File: src/logic/iprc_defines.svh
// constants for the interrupt priority control block
`ifndef IPRC_DEFINES_SVH
`define IPRC_DEFINES_SVH

`define IPRC_ADDR_W 5
`define IPRC_OFF_PRIO_I2C2 5'h00
`define IPRC_OFF_PRIO_EXT 5'h04
`define IPRC_OFF_PRIO_CAL 5'h08
`define IPRC_OFF_PRIO_ERR 5'h0C
`define IPRC_OFF_CTRL1 5'h10
`define IPRC_OFF_FLAGS 5'h14
`define IPRC_OFF_ENABLES 5'h18
`define IPRC_OFF_STATUS 5'h1C

`define IPRC_PRIO_W 3
`define IPRC_PRIO_RESET 3'h4
`define IPRC_PRIO_OFF 3'h0
`define IPRC_PRIO_TOP 3'h7
`define IPRC_TIMED_INTERRUPT_DISABLE_CEIL 3'h6

`define IPRC_HI_LSB 8
`define IPRC_LO_LSB 4
`define IPRC_TOP_LSB 12

`define IPRC_MASK_I2C2 16'h0770
`define IPRC_MASK_EXT 16'h0770
`define IPRC_MASK_CAL 16'h0700
`define IPRC_MASK_ERR 16'h7770
`define IPRC_RST_I2C2 16'h0440
`define IPRC_RST_EXT 16'h0440
`define IPRC_RST_CAL 16'h0400
`define IPRC_RST_ERR 16'h4440

`define IPRC_NEST_BIT 15
`define IPRC_LEVEL_LSB 5
`define IPRC_N_SRC 8
`define IPRC_N_TRAP 4
`define IPRC_STACK_D 8
`define IPRC_DEPTH_W 4
`define IPRC_TIMED_INTERRUPT_DISABLE_W 14

`endif

File: src/logic/iprc_pkg.sv
// types shared by the interrupt priority control block
package iprc_pkg;
    typedef struct packed {
        logic irq_valid;
        logic [2:0] irq_id;
        logic [2:0] irq_level;
        logic trap_valid;
        logic [1:0] trap_id;
    } iprc_req_t;

    typedef enum logic [1:0] {
        IPRC_IDLE = 2'h0,
        IPRC_OFFER_IRQ = 2'h1,
        IPRC_OFFER_TRAP = 2'h2
    } iprc_state_t;
endpackage

File: src/logic/iprc_arbiter.sv
// picks the highest-priority pending user source above a threshold
`timescale 1ns/1ps
`default_nettype none
`include "iprc_defines.svh"

module iprc_arbiter (
    input wire logic [`IPRC_N_SRC*`IPRC_PRIO_W-1:0] prio,
    input wire logic [`IPRC_N_SRC-1:0] pending,
    input wire logic [`IPRC_PRIO_W-1:0] threshold,
    output logic win_valid,
    output logic [2:0] win_id,
    output logic [`IPRC_PRIO_W-1:0] win_level
);
    logic [`IPRC_N_SRC-1:0] live;
    logic [`IPRC_PRIO_W-1:0] best_lvl [`IPRC_N_SRC:0];
    logic [2:0] best_id [`IPRC_N_SRC:0];

    assign best_lvl[0] = `IPRC_PRIO_OFF;
    assign best_id[0] = 3'h0;

    genvar i;
    generate
        for (i = 0; i < `IPRC_N_SRC; i = i + 1) begin : g_src
            wire [`IPRC_PRIO_W-1:0] lvl = prio[i*`IPRC_PRIO_W +: `IPRC_PRIO_W];
            // level 000 never wins, so a disabled source drops out here
            assign live[i] = pending[i] && (lvl > threshold) && (lvl != `IPRC_PRIO_OFF);
            // strictly greater: on a tie the lower index keeps the grant
            assign best_lvl[i+1] = (live[i] && lvl > best_lvl[i]) ? lvl : best_lvl[i];
            assign best_id[i+1] = (live[i] && lvl > best_lvl[i]) ? 3'(i) : best_id[i];
        end
    endgenerate

    assign win_valid = |live;
    assign win_id = best_id[`IPRC_N_SRC];
    assign win_level = best_lvl[`IPRC_N_SRC];
endmodule
`default_nettype wire

File: src/logic/iprc_disable_timer.sv
// countdown for the timed interrupt disable
`timescale 1ns/1ps
`default_nettype none
`include "iprc_defines.svh"

module iprc_disable_timer (
    input wire logic pclk,
    input wire logic presetn,
    input wire logic start,
    input wire logic [`IPRC_TIMED_INTERRUPT_DISABLE_W-1:0] cycles,
    output logic active
);
    logic [`IPRC_TIMED_INTERRUPT_DISABLE_W-1:0] count_reg;
    logic [`IPRC_TIMED_INTERRUPT_DISABLE_W-1:0] count_next;

    // a new start reloads, so the later window always wins
    assign count_next = start ? cycles :
        (count_reg != '0) ? count_reg - `IPRC_TIMED_INTERRUPT_DISABLE_W'(1) : count_reg;
    assign active = (count_reg != '0);

    always_ff @(posedge pclk or negedge presetn) begin
        if (!presetn) begin
            count_reg <= '0;
        end else begin
            count_reg <= count_next;
        end
    end
endmodule
`default_nettype wire

File: src/logic/iprc_top.sv
// interrupt priority control: priority registers, masking and core handshake
//
// Our own choices: the APB slave port and the address map.
`timescale 1ns/1ps
`default_nettype none
`include "iprc_defines.svh"

module iprc_top (
    input wire logic pclk,
    input wire logic presetn,
    input wire logic psel,
    input wire logic penable,
    input wire logic pwrite,
    input wire logic [31:0] paddr,
    input wire logic [31:0] pwdata,
    output logic [31:0] prdata,
    output logic pready,
    output logic pslverr,
    input wire logic [`IPRC_N_SRC-1:0] src_event,
    input wire logic [`IPRC_N_TRAP-1:0] trap_event,
    input wire logic irq_ack,
    input wire logic trap_ack,
    input wire logic return_from_interrupt,
    input wire logic disable_start,
    input wire logic [`IPRC_TIMED_INTERRUPT_DISABLE_W-1:0] disable_cycles,
    output iprc_pkg::iprc_req_t core_req,
    output logic [`IPRC_PRIO_W-1:0] cpu_level
);
    import iprc_pkg::*;

    logic [15:0] prio_i2c2_reg;
    logic [15:0] prio_ext_reg;
    logic [15:0] prio_cal_reg;
    logic [15:0] prio_err_reg;
    logic nest_dis_reg;
    logic [`IPRC_N_TRAP-1:0] trap_flag_reg;
    logic [`IPRC_N_SRC-1:0] flag_reg;
    logic [`IPRC_N_SRC-1:0] enable_reg;
    logic [`IPRC_PRIO_W-1:0] level_reg;
    logic [`IPRC_PRIO_W-1:0] level_next;
    logic [`IPRC_PRIO_W-1:0] stack_reg [`IPRC_STACK_D];
    logic [`IPRC_DEPTH_W-1:0] depth_reg;
    logic [`IPRC_DEPTH_W-1:0] depth_next;
    logic trap_busy_reg;
    logic trap_busy_next;
    iprc_state_t state_reg;
    iprc_state_t state_next;
    iprc_req_t req_reg;
    iprc_req_t req_next;
    logic [31:0] prdata_reg;
    logic [31:0] prdata_next;
    logic pready_reg;
    logic pslverr_reg;

    // apb decode: the answer is prepared in the setup cycle, so the
    // access phase always completes with no wait states
    wire setup = psel && !penable;
    wire access = psel && penable && pready_reg;
    wire wr = access && pwrite;
    wire [`IPRC_ADDR_W-1:0] addr = paddr[`IPRC_ADDR_W-1:0];
    wire hi_zero = (paddr[31:`IPRC_ADDR_W] == '0);
    wire hit_i2c2 = hi_zero && addr == `IPRC_OFF_PRIO_I2C2;
    wire hit_ext = hi_zero && addr == `IPRC_OFF_PRIO_EXT;
    wire hit_cal = hi_zero && addr == `IPRC_OFF_PRIO_CAL;
    wire hit_err = hi_zero && addr == `IPRC_OFF_PRIO_ERR;
    wire hit_ctrl = hi_zero && addr == `IPRC_OFF_CTRL1;
    wire hit_flags = hi_zero && addr == `IPRC_OFF_FLAGS;
    wire hit_en = hi_zero && addr == `IPRC_OFF_ENABLES;
    wire hit_stat = hi_zero && addr == `IPRC_OFF_STATUS;
    wire mapped = hit_i2c2 || hit_ext || hit_cal || hit_err ||
        hit_ctrl || hit_flags || hit_en || hit_stat;

    // writes to priority registers keep only implemented fields
    wire [15:0] i2c2_next = (wr && hit_i2c2) ? pwdata[15:0] & `IPRC_MASK_I2C2 : prio_i2c2_reg;
    wire [15:0] ext_next = (wr && hit_ext) ? pwdata[15:0] & `IPRC_MASK_EXT : prio_ext_reg;
    wire [15:0] cal_next = (wr && hit_cal) ? pwdata[15:0] & `IPRC_MASK_CAL : prio_cal_reg;
    wire [15:0] err_next = (wr && hit_err) ? pwdata[15:0] & `IPRC_MASK_ERR : prio_err_reg;

    // flags: a hardware event in the same cycle as a software clear wins
    wire [`IPRC_N_SRC-1:0] flag_next =
        ((wr && hit_flags) ? pwdata[`IPRC_N_SRC-1:0] : flag_reg) | src_event;
    wire [`IPRC_N_SRC-1:0] enable_next =
        (wr && hit_en) ? pwdata[`IPRC_N_SRC-1:0] : enable_reg;
    // trap flags can only be cleared by software, never set by it
    wire [`IPRC_N_TRAP-1:0] trap_next =
        ((wr && hit_ctrl) ? (trap_flag_reg & pwdata[`IPRC_N_TRAP-1:0]) : trap_flag_reg)
        | trap_event;
    wire nest_next = (wr && hit_ctrl) ? pwdata[`IPRC_NEST_BIT] : nest_dis_reg;

    // source order: i2c master, i2c slave, pin4, pin3, calendar,
    // checksum error, serial2 error, serial1 error
    wire [`IPRC_PRIO_W-1:0] i2c_master_event_prio = prio_i2c2_reg[`IPRC_HI_LSB +: `IPRC_PRIO_W];
    wire [`IPRC_PRIO_W-1:0] i2c_slave_event_prio = prio_i2c2_reg[`IPRC_LO_LSB +: `IPRC_PRIO_W];
    wire [`IPRC_PRIO_W-1:0] ext_pin4_prio = prio_ext_reg[`IPRC_HI_LSB +: `IPRC_PRIO_W];
    wire [`IPRC_PRIO_W-1:0] ext_pin3_prio = prio_ext_reg[`IPRC_LO_LSB +: `IPRC_PRIO_W];
    wire [`IPRC_PRIO_W-1:0] calendar_prio = prio_cal_reg[`IPRC_HI_LSB +: `IPRC_PRIO_W];
    wire [`IPRC_PRIO_W-1:0] checksum_error_prio = prio_err_reg[`IPRC_TOP_LSB +: `IPRC_PRIO_W];
    wire [`IPRC_PRIO_W-1:0] serial2_error_prio = prio_err_reg[`IPRC_HI_LSB +: `IPRC_PRIO_W];
    wire [`IPRC_PRIO_W-1:0] serial1_error_prio = prio_err_reg[`IPRC_LO_LSB +: `IPRC_PRIO_W];
    wire [`IPRC_N_SRC*`IPRC_PRIO_W-1:0] prio_all = {serial1_error_prio,
        serial2_error_prio, checksum_error_prio, calendar_prio, ext_pin3_prio,
        ext_pin4_prio, i2c_slave_event_prio, i2c_master_event_prio};

    // masking threshold
    logic disable_active;
    wire [`IPRC_PRIO_W-1:0] timed_interrupt_disable_floor = disable_active ? `IPRC_TIMED_INTERRUPT_DISABLE_CEIL : `IPRC_PRIO_OFF;
    wire [`IPRC_PRIO_W-1:0] threshold =
        (level_reg > timed_interrupt_disable_floor) ? level_reg : timed_interrupt_disable_floor;
    // with nesting disabled no user source is offered while a handler runs; traps still are during a user handler
    wire nest_block = nest_dis_reg && ((depth_reg != '0) || trap_busy_reg);
    wire [`IPRC_N_SRC-1:0] pending = nest_block ? '0 : (flag_reg & enable_reg);

    logic win_valid;
    logic [2:0] win_id;
    logic [`IPRC_PRIO_W-1:0] win_level;

    iprc_arbiter u_arbiter (
        .prio(prio_all),
        .pending(pending),
        .threshold(threshold),
        .win_valid(win_valid),
        .win_id(win_id),
        .win_level(win_level)
    );

    iprc_disable_timer u_disable_timer (
        .pclk(pclk),
        .presetn(presetn),
        .start(disable_start),
        .cycles(disable_cycles),
        .active(disable_active)
    );

    // traps are offered whatever the cpu level; lowest index first
    wire trap_pending = (trap_flag_reg != '0) && !trap_busy_reg;
    wire [1:0] trap_sel = trap_flag_reg[0] ? 2'h0 : trap_flag_reg[1] ? 2'h1 :
        trap_flag_reg[2] ? 2'h2 : 2'h3;

    wire take_irq = (state_reg == IPRC_OFFER_IRQ) && irq_ack;
    wire take_trap = (state_reg == IPRC_OFFER_TRAP) && trap_ack;
    // a return first closes a trap handler, then user handlers in turn
    wire pop = return_from_interrupt && !trap_busy_reg && (depth_reg != '0);
    wire push = take_irq && (depth_reg != `IPRC_DEPTH_W'(`IPRC_STACK_D));
    wire [`IPRC_DEPTH_W-1:0] top_idx = depth_reg - `IPRC_DEPTH_W'(1);
    wire sw_level_wr = wr && hit_stat;

    // cpu level: core events win over a software status write
    always_comb begin
        level_next = level_reg;
        if (sw_level_wr) begin
            level_next = pwdata[`IPRC_LEVEL_LSB +: `IPRC_PRIO_W];
        end
        if (take_irq) begin
            level_next = req_reg.irq_level;
        end else if (pop) begin
            level_next = stack_reg[top_idx[2:0]];
        end
    end

    assign depth_next = push ? depth_reg + `IPRC_DEPTH_W'(1) :
        pop ? top_idx : depth_reg;
    assign trap_busy_next = take_trap ? 1'b1 :
        (return_from_interrupt && trap_busy_reg) ? 1'b0 : trap_busy_reg;

    // offer state machine; a source still flagged after return simply
    // wins arbitration again once its level is unmasked
    always_comb begin
        state_next = state_reg;
        req_next = req_reg;
        case (state_reg)
            IPRC_IDLE: begin
                if (trap_pending) begin
                    state_next = IPRC_OFFER_TRAP;
                    req_next.trap_valid = 1'b1;
                    req_next.trap_id = trap_sel;
                end else if (win_valid) begin
                    state_next = IPRC_OFFER_IRQ;
                    req_next.irq_valid = 1'b1;
                    req_next.irq_id = win_id;
                    req_next.irq_level = win_level;
                end
            end
            IPRC_OFFER_IRQ: begin
                // withdraw when taken, masked, or preempted by a trap
                if (irq_ack || !win_valid || trap_pending) begin
                    state_next = IPRC_IDLE;
                    req_next.irq_valid = 1'b0;
                end else begin
                    req_next.irq_id = win_id;
                    req_next.irq_level = win_level;
                end
            end
            IPRC_OFFER_TRAP: begin
                if (trap_ack) begin
                    state_next = IPRC_IDLE;
                    req_next.trap_valid = 1'b0;
                end
            end
            default: begin
                state_next = IPRC_IDLE;
                req_next = '0;
            end
        endcase
    end

    // read mux
    always_comb begin
        prdata_next = '0;
        if (hit_i2c2) begin
            prdata_next[15:0] = prio_i2c2_reg;
        end else if (hit_ext) begin
            prdata_next[15:0] = prio_ext_reg;
        end else if (hit_cal) begin
            prdata_next[15:0] = prio_cal_reg;
        end else if (hit_err) begin
            prdata_next[15:0] = prio_err_reg;
        end else if (hit_ctrl) begin
            prdata_next[`IPRC_NEST_BIT] = nest_dis_reg;
            prdata_next[`IPRC_N_TRAP-1:0] = trap_flag_reg;
        end else if (hit_flags) begin
            prdata_next[`IPRC_N_SRC-1:0] = flag_reg;
        end else if (hit_en) begin
            prdata_next[`IPRC_N_SRC-1:0] = enable_reg;
        end else if (hit_stat) begin
            prdata_next[`IPRC_LEVEL_LSB +: `IPRC_PRIO_W] = level_reg;
        end
    end

    always_ff @(posedge pclk or negedge presetn) begin
        if (!presetn) begin
            prdata_reg <= '0;
            pready_reg <= 1'b0;
            pslverr_reg <= 1'b0;
        end else begin
            pready_reg <= setup;
            if (setup) begin
                prdata_reg <= pwrite ? 32'h0000_0000 : prdata_next;
                pslverr_reg <= !mapped;
            end
        end
    end

    always_ff @(posedge pclk or negedge presetn) begin
        if (!presetn) begin
            prio_i2c2_reg <= `IPRC_RST_I2C2;
            prio_ext_reg <= `IPRC_RST_EXT;
            prio_cal_reg <= `IPRC_RST_CAL;
            prio_err_reg <= `IPRC_RST_ERR;
        end else begin
            prio_i2c2_reg <= i2c2_next;
            prio_ext_reg <= ext_next;
            prio_cal_reg <= cal_next;
            prio_err_reg <= err_next;
        end
    end

    always_ff @(posedge pclk or negedge presetn) begin
        if (!presetn) begin
            nest_dis_reg <= 1'b0;
            trap_flag_reg <= '0;
            flag_reg <= '0;
            enable_reg <= '0;
        end else begin
            nest_dis_reg <= nest_next;
            trap_flag_reg <= trap_next;
            flag_reg <= flag_next;
            enable_reg <= enable_next;
        end
    end

    always_ff @(posedge pclk or negedge presetn) begin
        if (!presetn) begin
            level_reg <= `IPRC_PRIO_OFF;
            depth_reg <= '0;
            trap_busy_reg <= 1'b0;
            state_reg <= IPRC_IDLE;
            req_reg <= '0;
        end else begin
            level_reg <= level_next;
            depth_reg <= depth_next;
            trap_busy_reg <= trap_busy_next;
            state_reg <= state_next;
            req_reg <= req_next;
        end
    end

    // saved levels; a push beyond the stack depth is dropped, a limit
    // the core never reaches since nesting needs rising levels
    genvar s;
    generate
        for (s = 0; s < `IPRC_STACK_D; s = s + 1) begin : g_stack
            always_ff @(posedge pclk or negedge presetn) begin
                if (!presetn) begin
                    stack_reg[s] <= `IPRC_PRIO_OFF;
                end else if (push && depth_reg[2:0] == 3'(s)) begin
                    stack_reg[s] <= level_reg;
                end
            end
        end
    endgenerate

    assign prdata = prdata_reg;
    assign pready = pready_reg;
    assign pslverr = pslverr_reg;
    assign core_req = req_reg;
    assign cpu_level = level_reg;
endmodule
`default_nettype wire
File: config.mk
export PLATFORM = sky130hd
export DESIGN_NAME = iprc_top
export DESIGN_NICKNAME = d
export VERILOG_FILES = /design/src/logic/iprc_pkg.sv /design/src/logic/iprc_arbiter.sv /design/src/logic/iprc_disable_timer.sv /design/src/logic/iprc_top.sv
export VERILOG_INCLUDE_DIRS = /design/src /design/src/logic
export SDC_FILE = /design/constraint.sdc
export NUM_CORES = 1
export LEC_CHECK = 0
export BUFFER_PORTS_ARGS = -buffer_cell sky130_fd_sc_hd__buf_2
export CAP_MARGIN = 20
export CORE_UTILIZATION = 55
export CTS_BUF_LIST = sky130_fd_sc_hd__clkbuf_16
export CTS_CLUSTER_DIAMETER = 60
export DETAILED_ROUTE_END_ITERATION = 16
export MAX_ROUTING_LAYER = met4
export PLACE_DENSITY_LB_ADDON = 0.2
export REMOVE_ABC_BUFFERS = 1
export SETUP_SLACK_MARGIN = 0.3
export SLEW_MARGIN = 20
export SYNTH_ARGS = -nofsm -noshare
export SYNTH_HDL_FRONTEND = slang
export SYNTH_SLANG_ARGS = --single-unit
File: constraint.sdc
create_clock -name pclk -period 17.6 [get_ports pclk]
set_input_delay 2.64 -clock pclk [delete_from_list [all_inputs] [get_ports pclk]]
set_output_delay 2.64 -clock pclk [all_outputs]
set_load 0.02 [all_outputs]
Yosys cells after proc, flatten, opt, wreduce, memory -nomap -nowiden
Index checks and enable logic that the tools add are counted.
Storage, ports and cells
  bits in registers: 137
  input port bits: 99
  output and inout bits: 47
  logic and storage cells: 245
Cells by class
  $add $sub $neg: 3
  magnitude comparators: 18
  eq/ne operators: 24
  mux-type cells: 63
  bitwise gates (word level): 8
  reductions and logical operators: 100
Operators by type and width (count)
  $mux W3: 24
  $mux W16: 4
  $logic_and A1 B1 Y1: 60
  $gt A3 B3 Y1: 16
  $mux W8: 4
  $mux W14: 2
  $logic_not A27 Y1: 1
  $reduce_bool A3 Y1: 9
  $mux W7: 3
  $pmux W7 S3: 1
  $eq A5 B5 Y1 const B: 4
  $mux W4: 5
  $reduce_bool A14 Y1: 1
  $sub A14 B1 Y14 const B: 1
  $eq A3 B3 Y1 const B: 4
  $mux W2: 6
  $eq A5 B4 Y1 const B: 2
  $logic_or A1 B1 Y1: 10
  $ne A2 B2 Y1 const B: 5
  $bmux W3 S3: 1
  $and A8 B8 Y8: 1
  $mux W1: 8
  $or A8 B8 Y8: 1
  $reduce_and A4 Y1: 2
  other kinds (31): 41

Longest topological paths before layout
  depth in word-level cells: 33
  depth in mapped cells: 67
  gate-level depth less buffers: 64

Cells and area by module
Synthesis repeated with hierarchy kept, for this count alone.
Second synthesis, totals
  cell total of the unflattened synthesis: 794
  area total of the unflattened synthesis: 7798.7 um2
Modules (own cells, without submodules)
  iprc_top: times used 1, cells each 500, area each 5381.4 um2, seq. area each 2662.6 um2
  iprc_arbiter: times used 1, cells each 203, area each 1547.7 um2, seq. area each 0.0 um2
  iprc_disable_timer: times used 1, cells each 91, area each 869.6 um2, seq. area each 350.3 um2

Least setup slack after synthesis
OpenSTA, ideal clock, no wires.
  kind: reg-to-reg
  start: register u_disable_timer.count_reg[3]
  end: register req_reg (netlist bit core_req[3])
  library setup time: 124 ps
  data arrival time: 12706 ps
  required time: 17476 ps
  path slack: 4770 ps
  cell stages (with the launch flop): 63
  buffers on the path: 2
  clock period less this slack: 12830 ps
  path through: dfrtp_1 > or4_4 > nor4b_4 > and2_1 > clkbuf_1 > ha_1 > o21ba_2 > or2_1 > a31oi_2 > mux2i_2 > a2111oi_1 > inv_1 > ha_1 > nor2b_1 > o21ai_0 > a32oi_1 > and3_1 > nand2_1 > [27 not listed] > maj3_1 > nand2_2 > mux2_4 > ha_1 > inv_1 > a21o_1 > a21oi_1 > a31oi_1 > and2_1 > clkbuf_1 > mux2_2 > ha_1 > a21o_1 > a21oi_1 > a311oi_1 > nand3b_1 > a211oi_1 > a211o_1
Between the ends
  longest elaborated chain between the ends: 33
  elaborated cells on any way between the ends: 62
  classes of those cells: order compare: 16; eq/ne: 2; mux: 14; reduce/logical: 30
Ends and longest elaborated chain
  from (decl): RTL line iprc_disable_timer.sv:13  | logic [`IPRC_TIMED_INTERRUPT_DISABLE_W-1:0] count_reg;
  from (signal assigned): RTL line iprc_disable_timer.sv:25  | count_reg <= count_next;
  $reduce_bool A14 Y1 (*): RTL line iprc_disable_timer.sv:19  | assign active = (count_reg != '0);
  $mux W3 (no source line) (*)
  $gt A3 B3 Y1: RTL line iprc_top.sv:108  | (level_reg > timed_interrupt_disable_floor) ? level_reg : timed_interrupt_disable_floor;
  $mux W3 (*): RTL line iprc_top.sv:108
  $gt A3 B3 Y1: RTL line iprc_arbiter.sv:26  | assign live[i] = pending[i] && (lvl > threshold) && (lvl != `IPRC_PRIO_OFF);
  $logic_and A1 B1 Y1 (2 in series): RTL line iprc_arbiter.sv:26
  $logic_and A1 B1 Y1: RTL line iprc_arbiter.sv:28  | assign best_lvl[i+1] = (live[i] && lvl > best_lvl[i]) ? lvl : best_lvl[i];
  $mux W3: RTL line iprc_arbiter.sv:28
  [16 not listed]
  $logic_and A1 B1 Y1: RTL line iprc_arbiter.sv:28
  $mux W3: RTL line iprc_arbiter.sv:28
  $gt A3 B3 Y1: RTL line iprc_arbiter.sv:28
  $logic_and A1 B1 Y1: RTL line iprc_arbiter.sv:28
  $mux W3: RTL line iprc_arbiter.sv:28
  $mux W7: RTL line iprc_top.sv:176  | end else if (win_valid) begin
  $mux W7: RTL line iprc_top.sv:172  | if (trap_pending) begin
  $pmux W7 S3: RTL line iprc_top.sv:170  | case (state_reg)
  to (signal assigned): RTL line iprc_top.sv:283  | req_reg <= req_next;
  to (decl): RTL line iprc_top.sv:48  | iprc_req_t req_reg;
Every way passes the cells marked *; elsewhere a longest branch is shown, timed or not. The select of a mux whose other input is x is not followed.
A chain may end at the register's enable or synchronous reset.

Worst setup path after layout
Ends and elaborated chain as after synthesis.

==> flow_metrics.env <==
export IMPL_outcome="completed"
export IMPL_start_util=0.572
export IMPL_ios=146
export IMPL_cts_reportedPaths_clkPinSlew_ns=0.05
export IMPL_grt_ovfl_total=0
export IMPL_maxSlewViolCount=0
export IMPL_synth_area_top_cells="dfrtp_1, mux2_2, ha_1"
export IMPL_cts_setup_buffers=0
export IMPL_dpl_hpwl_um=15400
export IMPL_num_antenna_cells=0
export IMPL_coreArea_um2=13400
export IMPL_place_congestion=0.924
export IMPL_synth_edf_count=0
export IMPL_synth_ff_type="dfrtp_1"
export IMPL_dp_cells=1054
export IMPL_antenna_found_initial=0
export IMPL_async_flop_share=1.00
export IMPL_rsz0062_at_grt="false"
export IMPL_grt_pass1_wl_um=33900
export IMPL_track_usage=0.313
export IMPL_ant_nets=0
export IMPL_clock_power_share=0.495
export IMPL_ctsHoldBuffers=0
export IMPL_p_seq_frac=0.398
export IMPL_crit_fanout=10
export IMPL_setup_viol=0
export IMPL_yosysWarnings=0
export IMPL_grt_start_max_net_pins=63
export IMPL_min_path_type="flip-flop to flip-flop"
export IMPL_vias_per_cell=6.27
export IMPL_htree_num_levels=4
export IMPL_drt_iter0_markers=618
export IMPL_drcViolationCount=0
export IMPL_yosysTopAreaCellShare=0.366
export IMPL_finalPower_w=0.000737
export IMPL_combPwrFrac=0.107
export IMPL_leakage_nw=4.07
export IMPL_p_switching_w=0.000178
export IMPL_fin_tns_setup_ns=0
export IMPL_finalNetCount=1034
export IMPL_ir_worst_vdd_v=0.0000561
export IMPL_cts_tree="yes"
export IMPL_maxCapViolations=0
export IMPL_post_drt_wl_per_cell_um=19.5
export IMPL_hold_ws_ns=0.459
export IMPL_relSlewSlack=0.285
export IMPL_synth_seq_cells=120
export IMPL_vias=6800
export IMPL_mostFrequentLayoutCells="dfrtp_1, buf_2, nand2_1"
export IMPL_drive_above_1_share=0.238
export IMPL_largest_reg_flops=24
export IMPL_die_h_um=120
export IMPL_synth_yosys_seq_area_share=0.393
export IMPL_numPortBuffers=111
export IMPL_drtPass1Iterations=6
export IMPL_crit_path_start_kind="flip-flop"
export IMPL_final_common_cell="dfrtp_1"
export IMPL_clk_path_buf_depth=2
export IMPL_syn_cell_area_um2=7670
export IMPL_clk_latency_ns=0.42
export IMPL_cp_arrival_ns=14.78
export IMPL_crit_top_cell="ha_1"
export IMPL_yosysUniqueCellTypes=88
export IMPL_root_buffer="clkbuf_16"
export IMPL_syn_area_per_cell_um2=9.67
export IMPL_drt_total_wl_um=21100
export IMPL_tightest_slew_ns=1.06
export IMPL_max_stage_delay_ns=0.68
export IMPL_cts_buffers=17
export IMPL_dieArea_um2=14400
export IMPL_stdcell_count=1085
export IMPL_fin_crit_ns=14.49
export IMPL_power_density_nw_per_um2=82.7
export IMPL_crit_path_end_kind="flip-flop"
export IMPL_netlist_instances=793
export IMPL_timing_fmax_mhz=69.0
export IMPL_cts_resized=0
export IMPL_grt_pass1_vias=6665
export IMPL_syn2layout_area_growth_pct=16.2
export IMPL_crit_required_ns=17.90
export IMPL_post_route_period_util=0.823
export IMPL_crit_slowest_cell="a31oi_2"
export IMPL_row_count=42
export IMPL_die_w_um=120
export IMPL_switching_share=0.241
export IMPL_synth_top_area_cell="dfrtp_1"
export IMPL_crit_type="flip-flop to flip-flop"
export IMPL_hold_viol=0
export IMPL_finClkSkew_ns=0.0142
export IMPL_clock_sinks=120
export IMPL_p_int_w=0.000559
-- final cells by class --
class / count / area, um^2
repair buffers: 114 / 581
fillers: 1066 / 4490
clock inverters: 14 / 189
flip-flops and latches: 120 / 3010
multi-input cells: 608 / 4340
well taps: 176 / 220
clock buffers: 17 / 425
inverters: 36 / 135
-- power groups by stage --
stage | clock network, W | registers, W | logic [W]
floorplan | 0 | 0.000298 | 0.0000416
global placement | 0 | 0.000296 | 0.0000746
detailed placement | 0 | 0.000297 | 0.0000773
CTS | 0.000368 | 0.000293 | 0.0000784
global route | 0.000383 | 0.000294 | 0.0000872
finish | 0.000365 | 0.000293 | 0.0000789
-- worst paths after layout --
check                                                         start                 endpoint  slack [ns]  cells past startpoint
max                        u_disable_timer.count_reg[3]$_DFFE_PN0P_  core_req[3]$_DFFE_PN0P_        3.11                     61
min                                          prdata[10]$_DFFE_PN0P_   prdata[10]$_DFFE_PN0P_        0.46                      2
max reg2reg                u_disable_timer.count_reg[3]$_DFFE_PN0P_  core_req[3]$_DFFE_PN0P_        3.11                     61
min reg2reg                                  prdata[10]$_DFFE_PN0P_   prdata[10]$_DFFE_PN0P_        0.46                      2
max in group asynchronous                                   presetn  core_req[4]$_DFFE_PN0P_       14.06                      2
min in group asynchronous                                   presetn    prdata[2]$_DFFE_PN0P_        2.29                      1
-- worst max-delay path: cells and delay by family (launching register included) --
kind / cells / cell delay [ns]
AND/OR/NAND/NOR: 15 / 3.69
buffers and inverters: 6 / 0.49
multiplexers: 6 / 2.10
AO/OA/AOI/OAI: 25 / 5.35
adder cells (fa/ha/maj): 9 / 2.29
flip-flops: 1 / 0.42
-- logic make-up after synthesis --
kind of cell / count (synthesis) / share of synthesized area
xor gates and xnor gates: 19 / 0.0217
muxes: 60 / 0.0963
and+or+nand+nor: 271 / 0.180
AOI/OAI and AO/OA: 201 / 0.195
buffers and inverters: 81 / 0.0490
DFF: 120 / 0.393
adders and majority gates: 40 / 0.0646
other: 1 / 0.000489
-- routing by layer --
layer / share of wire / track usage
met1: 0.43 / 0.408
met3: 0.074 / 0.0646
met5: 0 / -
met4: 0.026 / 0.123
met2: 0.47 / 0.478
-- stage by stage --
| step | util | cell area (um^2) | worst slack (ns) |
|---|---|---|---|
| after detailed placement | 0.618 | 8290 | 3.18 |
| after CTS | 0.664 | 8900 | 2.99 |
| after global placement | 0.618 | 8290 | 3.41 |
| after floorplan | - | 7490 | 4.98 |
| final | 0.665 | 8910 | 3.11 |
| after global routing | 0.665 | 8910 | 2.24 |
-- cells in the mapped netlist, drive strengths merged (13+ instances only) --
| cell | count |
|---|---|
| dfrtp | 112 |
| nand2 | 107 |
| o21ai | 68 |
| mux2 | 44 |
| ha | 38 |
| inv | 35 |
| nor2 | 35 |
| clkbuf | 25 |
| buf | 20 |
| a21oi | 19 |
| nor3 | 18 |
| nor4 | 16 |
| xnor2 | 13 |
No activity file was read; power rests on OpenSTA's default activity.
